## src/shared/aesc_pkg.sv

```systemverilog
// constants and helpers for the asynchronous ecc static memory host controller
//
// Notes on behaviour
// - a write starts only while write strobe and combined select are both low.
// - host holds write data stable for the setup time before the ending edge.
// - host never drives data lines until the memory has released them.
// - strobe low time covers release delay plus data setup time.
// - host waits the power stable interval before the first access.
package aesc_pkg;
    // ------------------------------------------------------------------
    // clock and timing figures, in tenths of a nanosecond
    // ------------------------------------------------------------------
    localparam int CLK_PERIOD_NS10 = 80;
    localparam int ADDR_ACCESS_NS10_FAST = 100;
    localparam int ADDR_ACCESS_NS10_SLOW = 150;
    localparam int SELECT_ACCESS_NS10_FAST = 100;
    localparam int SELECT_ACCESS_NS10_SLOW = 150;
    localparam int OE_ACCESS_NS10_FAST = 50;
    localparam int OE_ACCESS_NS10_SLOW = 80;
    localparam int WRITE_RELEASE_NS10_FAST = 50;
    localparam int WRITE_RELEASE_NS10_SLOW = 80;
    localparam int DESELECT_RELEASE_NS10_FAST = 50;
    localparam int DESELECT_RELEASE_NS10_SLOW = 80;
    localparam int DATA_SETUP_NS10_FAST = 50;
    localparam int DATA_SETUP_NS10_SLOW = 80;
    localparam int WRITE_PULSE_NS10_FAST = 70;
    localparam int WRITE_PULSE_NS10_SLOW = 120;
    localparam int SELECT_TO_END_NS10_FAST = 70;
    localparam int SELECT_TO_END_NS10_SLOW = 120;
    // power stable wait in microseconds
    localparam int POWER_STABLE_US = 100;
    localparam int POWER_STABLE_CYC = (POWER_STABLE_US * 10000 + CLK_PERIOD_NS10 - 1)
        / CLK_PERIOD_NS10;
    // input synchroniser depth on data and error pins
    localparam int SYNC_STAGES = 2;
    localparam int TIMER_W = 16;
    localparam logic [7:0] DATA_RESET = 8'h00;

    // least time rounds up to whole cycles, never below one
    function automatic int cycles_min(input int ns10);
        int c;
        c = (ns10 + CLK_PERIOD_NS10 - 1) / CLK_PERIOD_NS10;
        return (c < 1) ? 1 : c;
    endfunction

    function automatic int max2(input int a, input int b);
        return (a > b) ? a : b;
    endfunction
endpackage

```

## src/rtl/aesc_ctrl.sv

```systemverilog
// host controller that runs byte reads and writes on the asynchronous ecc memory pins
`timescale 1ns/1ps
module aesc_ctrl #(
    parameter bit FAST_GRADE = 1'b0,
    parameter int POWER_WAIT_CYC = aesc_pkg::POWER_STABLE_CYC,
    parameter int ADDR_W = 21,
    parameter int DATA_W = 8
) (
    input wire logic clk_in,
    input wire logic rst_in,
    // user request side
    input wire logic req_valid_in,
    input wire logic req_write_in,
    input wire logic [ADDR_W-1:0] req_addr_in,
    input wire logic [DATA_W-1:0] req_wdata_in,
    output logic req_ready_out,
    output logic rsp_valid_out,
    output logic [DATA_W-1:0] rsp_rdata_out,
    output logic rsp_err_out,
    // memory pins
    output logic select_primary_low_out,
    output logic select_secondary_high_out,
    output logic output_enable_low_out,
    output logic write_strobe_low_out,
    output logic [ADDR_W-1:0] mem_addr_out,
    input wire logic [DATA_W-1:0] mem_data_in,
    output logic [DATA_W-1:0] mem_data_out,
    output logic mem_data_oe_low_out,
    input wire logic mem_err_in
);
    // ------------------------------------------------------------------
    // cycle counts for the chosen speed grade
    // ------------------------------------------------------------------
    localparam int ACC_CYC = aesc_pkg::max2(aesc_pkg::max2(
        aesc_pkg::cycles_min(FAST_GRADE ? aesc_pkg::ADDR_ACCESS_NS10_FAST
                                        : aesc_pkg::ADDR_ACCESS_NS10_SLOW),
        aesc_pkg::cycles_min(FAST_GRADE ? aesc_pkg::SELECT_ACCESS_NS10_FAST
                                        : aesc_pkg::SELECT_ACCESS_NS10_SLOW)),
        aesc_pkg::cycles_min(FAST_GRADE ? aesc_pkg::OE_ACCESS_NS10_FAST
                                        : aesc_pkg::OE_ACCESS_NS10_SLOW));
    localparam int READ_CYC = ACC_CYC + aesc_pkg::SYNC_STAGES;
    localparam int REL_CYC = aesc_pkg::cycles_min(FAST_GRADE
        ? aesc_pkg::WRITE_RELEASE_NS10_FAST : aesc_pkg::WRITE_RELEASE_NS10_SLOW);
    localparam int DESEL_CYC = aesc_pkg::cycles_min(FAST_GRADE
        ? aesc_pkg::DESELECT_RELEASE_NS10_FAST : aesc_pkg::DESELECT_RELEASE_NS10_SLOW);
    localparam int SETUP_CYC = aesc_pkg::cycles_min(FAST_GRADE
        ? aesc_pkg::DATA_SETUP_NS10_FAST : aesc_pkg::DATA_SETUP_NS10_SLOW);
    localparam int PULSE_CYC = aesc_pkg::max2(aesc_pkg::cycles_min(FAST_GRADE
        ? aesc_pkg::WRITE_PULSE_NS10_FAST : aesc_pkg::WRITE_PULSE_NS10_SLOW),
        aesc_pkg::cycles_min(FAST_GRADE
        ? aesc_pkg::SELECT_TO_END_NS10_FAST : aesc_pkg::SELECT_TO_END_NS10_SLOW));
    // setup and width
    // data phase long enough for setup and for the strobe width left after the release phase
    localparam int DATA_CYC = aesc_pkg::max2(SETUP_CYC, PULSE_CYC - REL_CYC);
    localparam int TW = aesc_pkg::TIMER_W;

    typedef enum logic [2:0] {
        AESC_INIT, AESC_POWER, AESC_IDLE, AESC_READ, AESC_WR_REL, AESC_WR_DATA,
        AESC_WR_HOLD, AESC_GAP
    } aesc_state_t;

    aesc_state_t state;
    logic tmr_load;
    logic [TW-1:0] tmr_value;
    logic tmr_done;
    logic [DATA_W-1:0] data_meta;
    logic [DATA_W-1:0] data_sync;
    logic err_meta;
    logic err_sync;
    logic selected;

    aesc_timer #(.WIDTH(TW)) u_timer (
        .clk_in(clk_in),
        .rst_in(rst_in),
        .load_in(tmr_load),
        .value_in(tmr_value),
        .done_out(tmr_done)
    );

    // ------------------------------------------------------------------
    // pin synchronisers
    // ------------------------------------------------------------------
    always_ff @(posedge clk_in or posedge rst_in) begin
        if (rst_in) begin
            data_meta <= aesc_pkg::DATA_RESET;
            data_sync <= aesc_pkg::DATA_RESET;
            err_meta <= 1'b0;
            err_sync <= 1'b0;
        end else begin
            data_meta <= mem_data_in;
            data_sync <= data_meta;
            err_meta <= mem_err_in;
            err_sync <= err_meta;
        end
    end

    // ------------------------------------------------------------------
    // sequencer
    // ------------------------------------------------------------------
    assign req_ready_out = (state == AESC_IDLE);

    always_comb begin
        tmr_load = 1'b0;
        tmr_value = '0;
        case (state)
            AESC_INIT: begin
                tmr_load = 1'b1;
                tmr_value = TW'(POWER_WAIT_CYC);
            end
            AESC_IDLE: begin
                tmr_load = req_valid_in;
                tmr_value = req_write_in ? TW'(REL_CYC) : TW'(READ_CYC);
            end
            AESC_READ: begin
                tmr_load = tmr_done;
                tmr_value = TW'(DESEL_CYC);
            end
            AESC_WR_REL: begin
                tmr_load = tmr_done;
                tmr_value = TW'(DATA_CYC);
            end
            AESC_WR_HOLD: begin
                tmr_load = 1'b1;
                tmr_value = TW'(DESEL_CYC);
            end
            default: begin
                tmr_load = 1'b0;
                tmr_value = '0;
            end
        endcase
    end

    always_ff @(posedge clk_in or posedge rst_in) begin
        if (rst_in) begin
            state <= AESC_INIT;
        end else begin
            case (state)
                AESC_INIT: state <= AESC_POWER;
                AESC_POWER: if (tmr_done) state <= AESC_IDLE;
                AESC_IDLE: begin
                    if (req_valid_in) begin
                        state <= req_write_in ? AESC_WR_REL : AESC_READ;
                    end
                end
                AESC_READ: if (tmr_done) state <= AESC_GAP;
                AESC_WR_REL: if (tmr_done) state <= AESC_WR_DATA;
                AESC_WR_DATA: if (tmr_done) state <= AESC_WR_HOLD;
                AESC_WR_HOLD: state <= AESC_GAP;
                // gap lets the memory float the bus before anyone drives it again
                AESC_GAP: if (tmr_done) state <= AESC_IDLE;
                default: state <= AESC_INIT;
            endcase
        end
    end

    // ------------------------------------------------------------------
    // memory control pins
    // ------------------------------------------------------------------
    always_ff @(posedge clk_in or posedge rst_in) begin
        if (rst_in) begin
            selected <= 1'b0;
            output_enable_low_out <= 1'b1;
            write_strobe_low_out <= 1'b1;
            mem_addr_out <= '0;
        end else if (state == AESC_IDLE && req_valid_in) begin
            selected <= 1'b1;
            output_enable_low_out <= req_write_in;
            write_strobe_low_out <= !req_write_in;
            mem_addr_out <= req_addr_in;
        end else if ((state == AESC_READ || state == AESC_WR_DATA) && tmr_done) begin
            // select and strobe rise together after the full pulse
            selected <= 1'b0;
            output_enable_low_out <= 1'b1;
            write_strobe_low_out <= 1'b1;
        end
    end

    assign select_primary_low_out = !selected;
    assign select_secondary_high_out = selected;

    // ------------------------------------------------------------------
    // write data drive
    // ------------------------------------------------------------------
    always_ff @(posedge clk_in or posedge rst_in) begin
        if (rst_in) begin
            mem_data_out <= aesc_pkg::DATA_RESET;
            mem_data_oe_low_out <= 1'b1;
        end else if (state == AESC_IDLE && req_valid_in && req_write_in) begin
            mem_data_out <= req_wdata_in;
        end else if (state == AESC_WR_REL && tmr_done) begin
            // drive only after the release delay has run
            mem_data_oe_low_out <= 1'b0;
        end else if (state == AESC_WR_HOLD) begin
            mem_data_oe_low_out <= 1'b1;
        end
    end

    // ------------------------------------------------------------------
    // read answer
    // ------------------------------------------------------------------
    always_ff @(posedge clk_in or posedge rst_in) begin
        if (rst_in) begin
            rsp_valid_out <= 1'b0;
            rsp_rdata_out <= aesc_pkg::DATA_RESET;
            rsp_err_out <= 1'b0;
        end else begin
            rsp_valid_out <= (state == AESC_READ) && tmr_done;
            if (state == AESC_READ && tmr_done) begin
                // flag sampled with the data it belongs to
                rsp_rdata_out <= data_sync;
                rsp_err_out <= err_sync;
            end
        end
    end

    // ------------------------------------------------------------------
    // checks
    // ------------------------------------------------------------------
    int unsigned we_cnt;
    int unsigned drv_cnt;
    int unsigned pwr_cnt;
    int unsigned oe_cnt;

    always_ff @(posedge clk_in or posedge rst_in) begin
        if (rst_in) begin
            we_cnt <= 0;
            drv_cnt <= 0;
            pwr_cnt <= 0;
            oe_cnt <= 0;
        end else begin
            we_cnt <= write_strobe_low_out ? 0 : we_cnt + 1;
            drv_cnt <= mem_data_oe_low_out ? 0 : drv_cnt + 1;
            oe_cnt <= output_enable_low_out ? 0 : oe_cnt + 1;
            if (pwr_cnt < POWER_WAIT_CYC) pwr_cnt <= pwr_cnt + 1;
        end
    end

    power_wait_a: assert property (@(posedge clk_in) disable iff (rst_in)
        selected |-> pwr_cnt >= POWER_WAIT_CYC) else $error("access before power wait");
    select_pair_a: assert property (@(posedge clk_in) disable iff (rst_in)
        select_primary_low_out == !select_secondary_high_out) else $error("select split");
    write_begin_a: assert property (@(posedge clk_in) disable iff (rst_in)
        !write_strobe_low_out |-> selected) else $error("strobe without select");
    // data driven only late in a write with outputs disabled
    no_contention_a: assert property (@(posedge clk_in) disable iff (rst_in)
        !mem_data_oe_low_out |-> output_enable_low_out && we_cnt >= REL_CYC)
        else $error("data driven too early");
    // data stands setup time before strobe rises
    data_setup_a: assert property (@(posedge clk_in) disable iff (rst_in)
        $rose(write_strobe_low_out) |-> $past(drv_cnt) >= SETUP_CYC)
        else $error("data setup short");
    // strobe width covers release and setup
    pulse_width_a: assert property (@(posedge clk_in) disable iff (rst_in)
        $rose(write_strobe_low_out) |-> $past(we_cnt) >= REL_CYC + SETUP_CYC)
        else $error("strobe too short");
    // select low long enough before write end
    select_hold_a: assert property (@(posedge clk_in) disable iff (rst_in)
        $rose(write_strobe_low_out) |-> $past(we_cnt) >= PULSE_CYC && $fell(selected))
        else $error("select hold short");
    // read answer only after access plus sync time
    read_sample_a: assert property (@(posedge clk_in) disable iff (rst_in)
        rsp_valid_out |-> $past(oe_cnt) >= READ_CYC) else $error("read sampled early");
    // data released the cycle after the strobe rises
    data_release_a: assert property (@(posedge clk_in) disable iff (rst_in)
        $rose(write_strobe_low_out) |=> mem_data_oe_low_out) else $error("data not released");

    read_cov_c: cover property (@(posedge clk_in) disable iff (rst_in) rsp_valid_out);
    write_cov_c: cover property (@(posedge clk_in) disable iff (rst_in)
        $rose(write_strobe_low_out));
    err_cov_c: cover property (@(posedge clk_in) disable iff (rst_in)
        rsp_valid_out && rsp_err_out);
    back_cov_c: cover property (@(posedge clk_in) disable iff (rst_in)
        $rose(write_strobe_low_out) ##[1:10] rsp_valid_out);
endmodule

```

## src/rtl/aesc_timer.sv

```systemverilog
// down counter that flags when a loaded cycle count has run out
`timescale 1ns/1ps
module aesc_timer #(
    parameter int WIDTH = 16
) (
    input wire logic clk_in,
    input wire logic rst_in,
    input wire logic load_in,
    input wire logic [WIDTH-1:0] value_in,
    output logic done_out
);
    logic [WIDTH-1:0] count;

    always_ff @(posedge clk_in or posedge rst_in) begin
        if (rst_in) begin
            count <= '0;
        end else if (load_in) begin
            count <= value_in;
        end else if (count != '0) begin
            count <= count - 1'b1;
        end
    end

    // done reads the count alone: callers load done back in, so gating it by load would loop
    assign done_out = (count == '0);
endmodule

```

## config.mk

```make
export PLATFORM = sky130hd
export DESIGN_NAME = aesc_ctrl
export DESIGN_NICKNAME = d
export VERILOG_FILES = /design/src/shared/aesc_pkg.sv /design/src/rtl/aesc_ctrl.sv /design/src/rtl/aesc_timer.sv
export SDC_FILE = /design/constraint.sdc
export NUM_CORES = 1
export LEC_CHECK = 0
export BUFFER_PORTS_ARGS = -buffer_cell sky130_fd_sc_hd__buf_4
export CAP_MARGIN = 20
export CORE_MARGIN = 5
export CORE_UTILIZATION = 35
export CTS_BUF_LIST = sky130_fd_sc_hd__clkbuf_4
export CTS_CLUSTER_DIAMETER = 80
export DETAILED_ROUTE_END_ITERATION = 8
export PLACE_DENSITY = 0.64
export SLEW_MARGIN = 20
export SYNTH_ARGS = -nofsm -noshare
export SYNTH_HDL_FRONTEND = slang
export SYNTH_SLANG_ARGS = --single-unit
```

## constraint.sdc

```tcl
create_clock -name clk_in -period 2.8 [get_ports clk_in]
set_clock_uncertainty 0.1 [all_clocks]
set_input_delay 0.14 -clock clk_in [delete_from_list [all_inputs] [get_ports clk_in]]
set_output_delay 0.14 -clock clk_in [all_outputs]
set_load 0.02 [all_outputs]
```

[Word level (Yosys, flattened, before mapping)]
Cells that the tools add are included.
Word-level totals
  memories: 0
  flip-flop bits (word level): 80
  memory bits (writable): 0
  latch bits: 0
  ROM bits: 0
Cells by class
  reductions and logical operators: 20
  $mul: 0
  $add $sub $neg: 1
  order comparisons: 0
  eq/ne operators: 12
  shift-type cells: 0
  divide/modulo/power cells: 0
  muxes and demuxes: 19
  bitwise operators: 1
Operator list (count)
  $pmux 14 s3: 1
  $mux 16: 2
  $mux 3: 7
  $pmux 3 s7: 1
  $logic_not 16->1: 1
  $reduce_bool 16->1: 1
  $sub 16x1->16 const B: 1
  $eq 3x3->1 const B: 4
  $ne 2x2->1 const B: 4
  $mux 1: 7
  $eq 3x2->1 const B: 2
  $reduce_bool 2->1: 3
  $reduce_or 2->1: 3
  $logic_and 1x1->1: 5
  $reduce_and 5->1: 1
  $eq 3x1->1 const B: 1
  $logic_not 3->1: 1
  $pmux 1 s3: 1
  $reduce_or 3->1: 1
  $logic_not 1->1: 2
  $ne 2x1->1 const B: 1
  $reduce_and 2->1: 1
  $logic_or 1x1->1: 1
  $not 1->1: 1

[Longest topological paths before layout]
  depth in word-level cells: 5
  depth in mapped cells: 8

[Cells and area by module]
Synthesis repeated with hierarchy kept, for this count alone.
Unflattened totals
  cell total of the unflattened synthesis: 251
  area total of the unflattened synthesis: 3395.8 um^2
Modules (own cells, without submodules)
  aesc_ctrl: times used 1, area each 2402.3 um^2, cells each 149
  aesc_timer: times used 1, area each 993.5 um^2, cells each 102

[Least setup slack after synthesis]
Ideal clock, no wire load.
  path kind: flip-flop to flip-flop
  from: register u_timer.count[0]
  to: register u_timer.count[10]
  stages on the path, launching flop included: 7
  path slack: 0.502 ns
  buffers on the path: 0
  data required time: 2.563 ns
  setup time: 0.137 ns
  data arrival time: 2.061 ns
  cells stage by stage: dfrtp_1 > inv_1 > ha_1 > or4b_4 > or4_2 > o41ai_1 > a21oi_1
Between the ends
  longest elaborated chain between the ends: 3
  elaborated cells between the ends (all ways): 7
RTL lines
  from (decl): line aesc_timer.sv:12  | logic [WIDTH-1:0] count;
  from (signal assigned): line aesc_timer.sv:18  | count <= value_in;
  from (signal assigned): line aesc_timer.sv:20  | count <= count - 1'b1;
  $sub 16x1->16 / $logic_not 16->1 (equally long branches): line aesc_timer.sv:20, aesc_timer.sv:25
  $mux 16 / $pmux 1 s3 (equally long branches): line aesc_timer.sv:19, aesc_ctrl.sv:105
  $mux 16 / $reduce_bool 2->1 (equally long branches)
Parallel ways exist; a longest one is shown, timed or not. The select of a mux whose other input is x is not followed.
A chain may end at the register's enable or synchronous reset.

[Worst setup path after layout]
Same ends and word-level chain as after synthesis.

==> flow_summary.json <==
{
  "status": "finished clean",
  "synth.area.top_cells": "dfrtp_1 (60%), mux2_2 (13%), dfstp_2 (2.5%), a21oi_1 (1.7%), o21ai_0 (1.4%)",
  "synth.net_count": 283,
  "slew_viol_final": 0,
  "vdd_drop_max_v": 0.0002632,
  "path_cells": "inv_1, ha_1, or4b_4, or4_2, o41ai_1, a21oi_1",
  "hold_class": "reg2reg",
  "endpoint_kind": "register",
  "routabilityCongestion": 0.7851,
  "final_util_pct": 50.93,
  "min_from": "data_meta[6]$_DFF_PP0_",
  "wl_um": 7340,
  "seq_area_frac_synth_pct": 62.42,
  "powerDensity_nw_per_um2": 475.6,
  "syn2layout_area_growth_pct": 44.39,
  "finalSetupViolCount": 0,
  "fp.dieH_um": 105.8,
  "layout-drive-gt1-share_pct": 42.82,
  "grt_antenna_before_repair": 0,
  "cts_sinks": 80,
  "fin_crit_ps": 2472,
  "syn-instance-count": 239,
  "place_ws_ps": 371.5,
  "start_util_pct": 35.27,
  "nNetsFinal": 422,
  "reg2reg_to": "u_timer.count[10]$_DFFE_PP0P_",
  "vias": 2411,
  "grtUsageTotal_pct": 13.89,
  "regToRegSetupSlack_ps": 330,
  "synth_top_area_share_pct": 59.97,
  "ys_types": 47,
  "placement.cell_area_um2": 4029,
  "dieArea_um2": 11200,
  "cp.required_ps": 2990,
  "syn_area_um2": 3213,
  "period_share_pct": 88.27,
  "rr_worst_depth": 6,
  "postSynthAreaPerCell_um2": 13.44,
  "ys_ff_latch": 80,
  "drtIter0Drc": 62,
  "antennaDiodeCount": 0,
  "rsz0062_at_grt": "no",
  "dieWidth_um": 105.8,
  "remaining_drc_errors": 0,
  "worst-setup-path-type": "reg2reg",
  "crit_fanout": 5,
  "place_hpwl_um": 4978,
  "crit_end": "u_timer.count[10]$_DFFE_PP0P_",
  "cts.clk_slew.worst_paths_ps": 140,
  "slew_headroom_pct": 45.79,
  "drt-wirelength-per-cell_um": 14.86,
  "worstReg2RegStart": "u_timer.count[0]$_DFFE_PP0P_",
  "firstDrtPassIters": 4,
  "cts_buffer_depth": 2,
  "startpoint": "u_timer.count[0]$_DFFE_PP0P_",
  "drtAntennaViolNets": 0,
  "synth_warnings": 0,
  "final_area_um2": 4639,
  "cts_tree": "done",
  "cp_data_arrival_time_ps": 2660,
  "grt_max_degree": 48,
  "io_pins": 87,
  "crit_path_start_kind": "register",
  "p_leak_nw": 2.252,
  "h-tree-depth": 3,
  "ctsResizeCount": 0,
  "slowest_stage": "or4_2",
  "cts_buffers": 9,
  "portBuffers": 86,
  "root_buffer": "clkbuf_4",
  "core_um2": 9109,
  "overflow": 0,
  "hold_ws_ps": 262.2,
  "fmax_ghz": 0.4046,
  "grt_pass1_wl_um": 12610,
  "worstMarginPinSlew_ps": 813.2,
  "vias_per_cell": 4.881,
  "tns_ps": 0,
  "synth_area_leader_cell": "dfrtp_1",
  "critPathMaxStageDelay_ps": 570,
  "fill_cells": 808,
  "final_hold_viol_count": 0,
  "finalWorstSetupSlack_ps": 328.3,
  "num_rows": 35,
  "max_cap_violations": 0,
  "clk_latency_ps": 420,
  "grt_pass1_vias": 2496
}
## where the power goes
part,switching [mW],internal (mW)
Sequential,0.00280,1.17
Clock,0.444,0.474
Combinational,0.0412,0.0760
Total,0.488,1.72
## worst min path at each step
stage,slack [ps],cells past startpoint,endpoint
after floorplan,70,0,data_meta[0]$_DFF_PP0_
after global placement,150,1,data_meta[7]$_DFF_PP0_
after detailed placement,150,1,data_meta[1]$_DFF_PP0_
after CTS,230,2,data_meta[1]$_DFF_PP0_
after global routing,230,2,data_meta[1]$_DFF_PP0_
final,260,0,data_sync[6]$_DFF_PP0_
## area by class of cell
type / instances / area (µm²) / share of cell area, %
multi-input cells: 144 / 1140 / 24.57
clock buffers: 9 / 67.56 / 1.456
inverters: 6 / 23.77 / 0.5124
flip-flops and latches: 80 / 2006 / 43.23
well taps: 111 / 138.9 / 2.994
repair buffers: 137 / 1131 / 24.38
clock inverters: 7 / 132.6 / 2.859
## placed cells by master (no fill, tap or decap), drive strengths merged, types with 4 or more instances in the layout
cell type    instances
nor4                 4
dlygate4sd3         41
xor2                 5
nor2                 8
nor2b                5
nand2               11
buf                 96
a21oi               11
mux2                38
nand4                5
inv                  9
clkbuf               9
dfrtp               77
or3                  4
o21ai               10
## synth_stat cells, drive strengths merged
| cell type | n |
|---|---|
| a2111oi | 1 |
| a211o | 1 |
| a211oi | 1 |
| a21boi | 1 |
| a21o | 1 |
| a21oi | 11 |
| a221oi | 1 |
| a22o | 1 |
| a22oi | 1 |
| a31o | 2 |
| a32o | 1 |
| and2 | 2 |
| and3 | 3 |
| and4 | 1 |
| buf | 5 |
| clkbuf | 4 |
| dfrtp | 77 |
| dfstp | 3 |
| ha | 2 |
| inv | 6 |
| mux2 | 38 |
| mux2i | 1 |
| nand2 | 11 |
| nand2b | 2 |
| nand3 | 3 |
| nand3b | 1 |
| nand4 | 5 |
| nor2 | 8 |
| nor2b | 5 |
| nor3 | 2 |
| nor3b | 3 |
| nor4 | 4 |
| nor4b | 1 |
| o211ai | 1 |
| o21ai | 10 |
| o21ba | 1 |
| o41ai | 3 |
| or3 | 4 |
| or4 | 1 |
| or4b | 3 |
| xnor2 | 2 |
| xor2 | 5 |
## critical path: cells and delay by family (launching register included)
kind / cells / cell delay, ps
fa+ha+maj: 1 / 240
simple gates: 2 / 1090
flops: 1 / 450
compound gates: 2 / 380
buf+inv: 1 / 100
## sequential cells by signal, summed over array words and instances, names as in the netlist
signal,count
data_meta,8
data_sync,8
err_meta,1
err_sync,1
mem_addr_out,21
mem_data_oe_low_out,1
mem_data_out,8
output_enable_low_out,1
rsp_err_out,1
rsp_rdata_out,8
rsp_valid_out,1
select_secondary_high_out,1
state,3
u_timer.count,16
write_strobe_low_out,1
## layer usage
| layer | up-vias | routed length [µm] | GRT usage (%) |
|---|---|---|---|
| met4 | 0 | 72 | 3.885 |
| li1 | 1141 | - | - |
| met3 | 6 | 421 | 3.674 |
| met5 | - | 0 | 0 |
| met1 | 1205 | 3303 | 18.57 |
| met2 | 59 | 3542 | 22.31 |
## through the flow
| step | std cells | total power, mW |
|---|---|---|
| final | 494 | 2.206 |
| after global routing | 494 | 2.306 |
| after CTS | 494 | 2.245 |
| after detailed placement | 437 | 1.267 |
| after global placement | 437 | 1.265 |
| after floorplan | 239 | 1.211 |
## cells by family after synthesis
logic type / synth area share (%)
buf+inv: 2.102
simple gates: 11.53
mux: 13.63
xor+xnor: 1.908
compound gates: 7.633
flops: 62.42
fa+ha+maj: 0.7787
## what timing repair did
item,4_1_cts,5_1_grt
buffers inserted,0,0
hold buffers,41,0
endpoints found under the hold margin,85,0
Power figures use the tool's default switching activity.
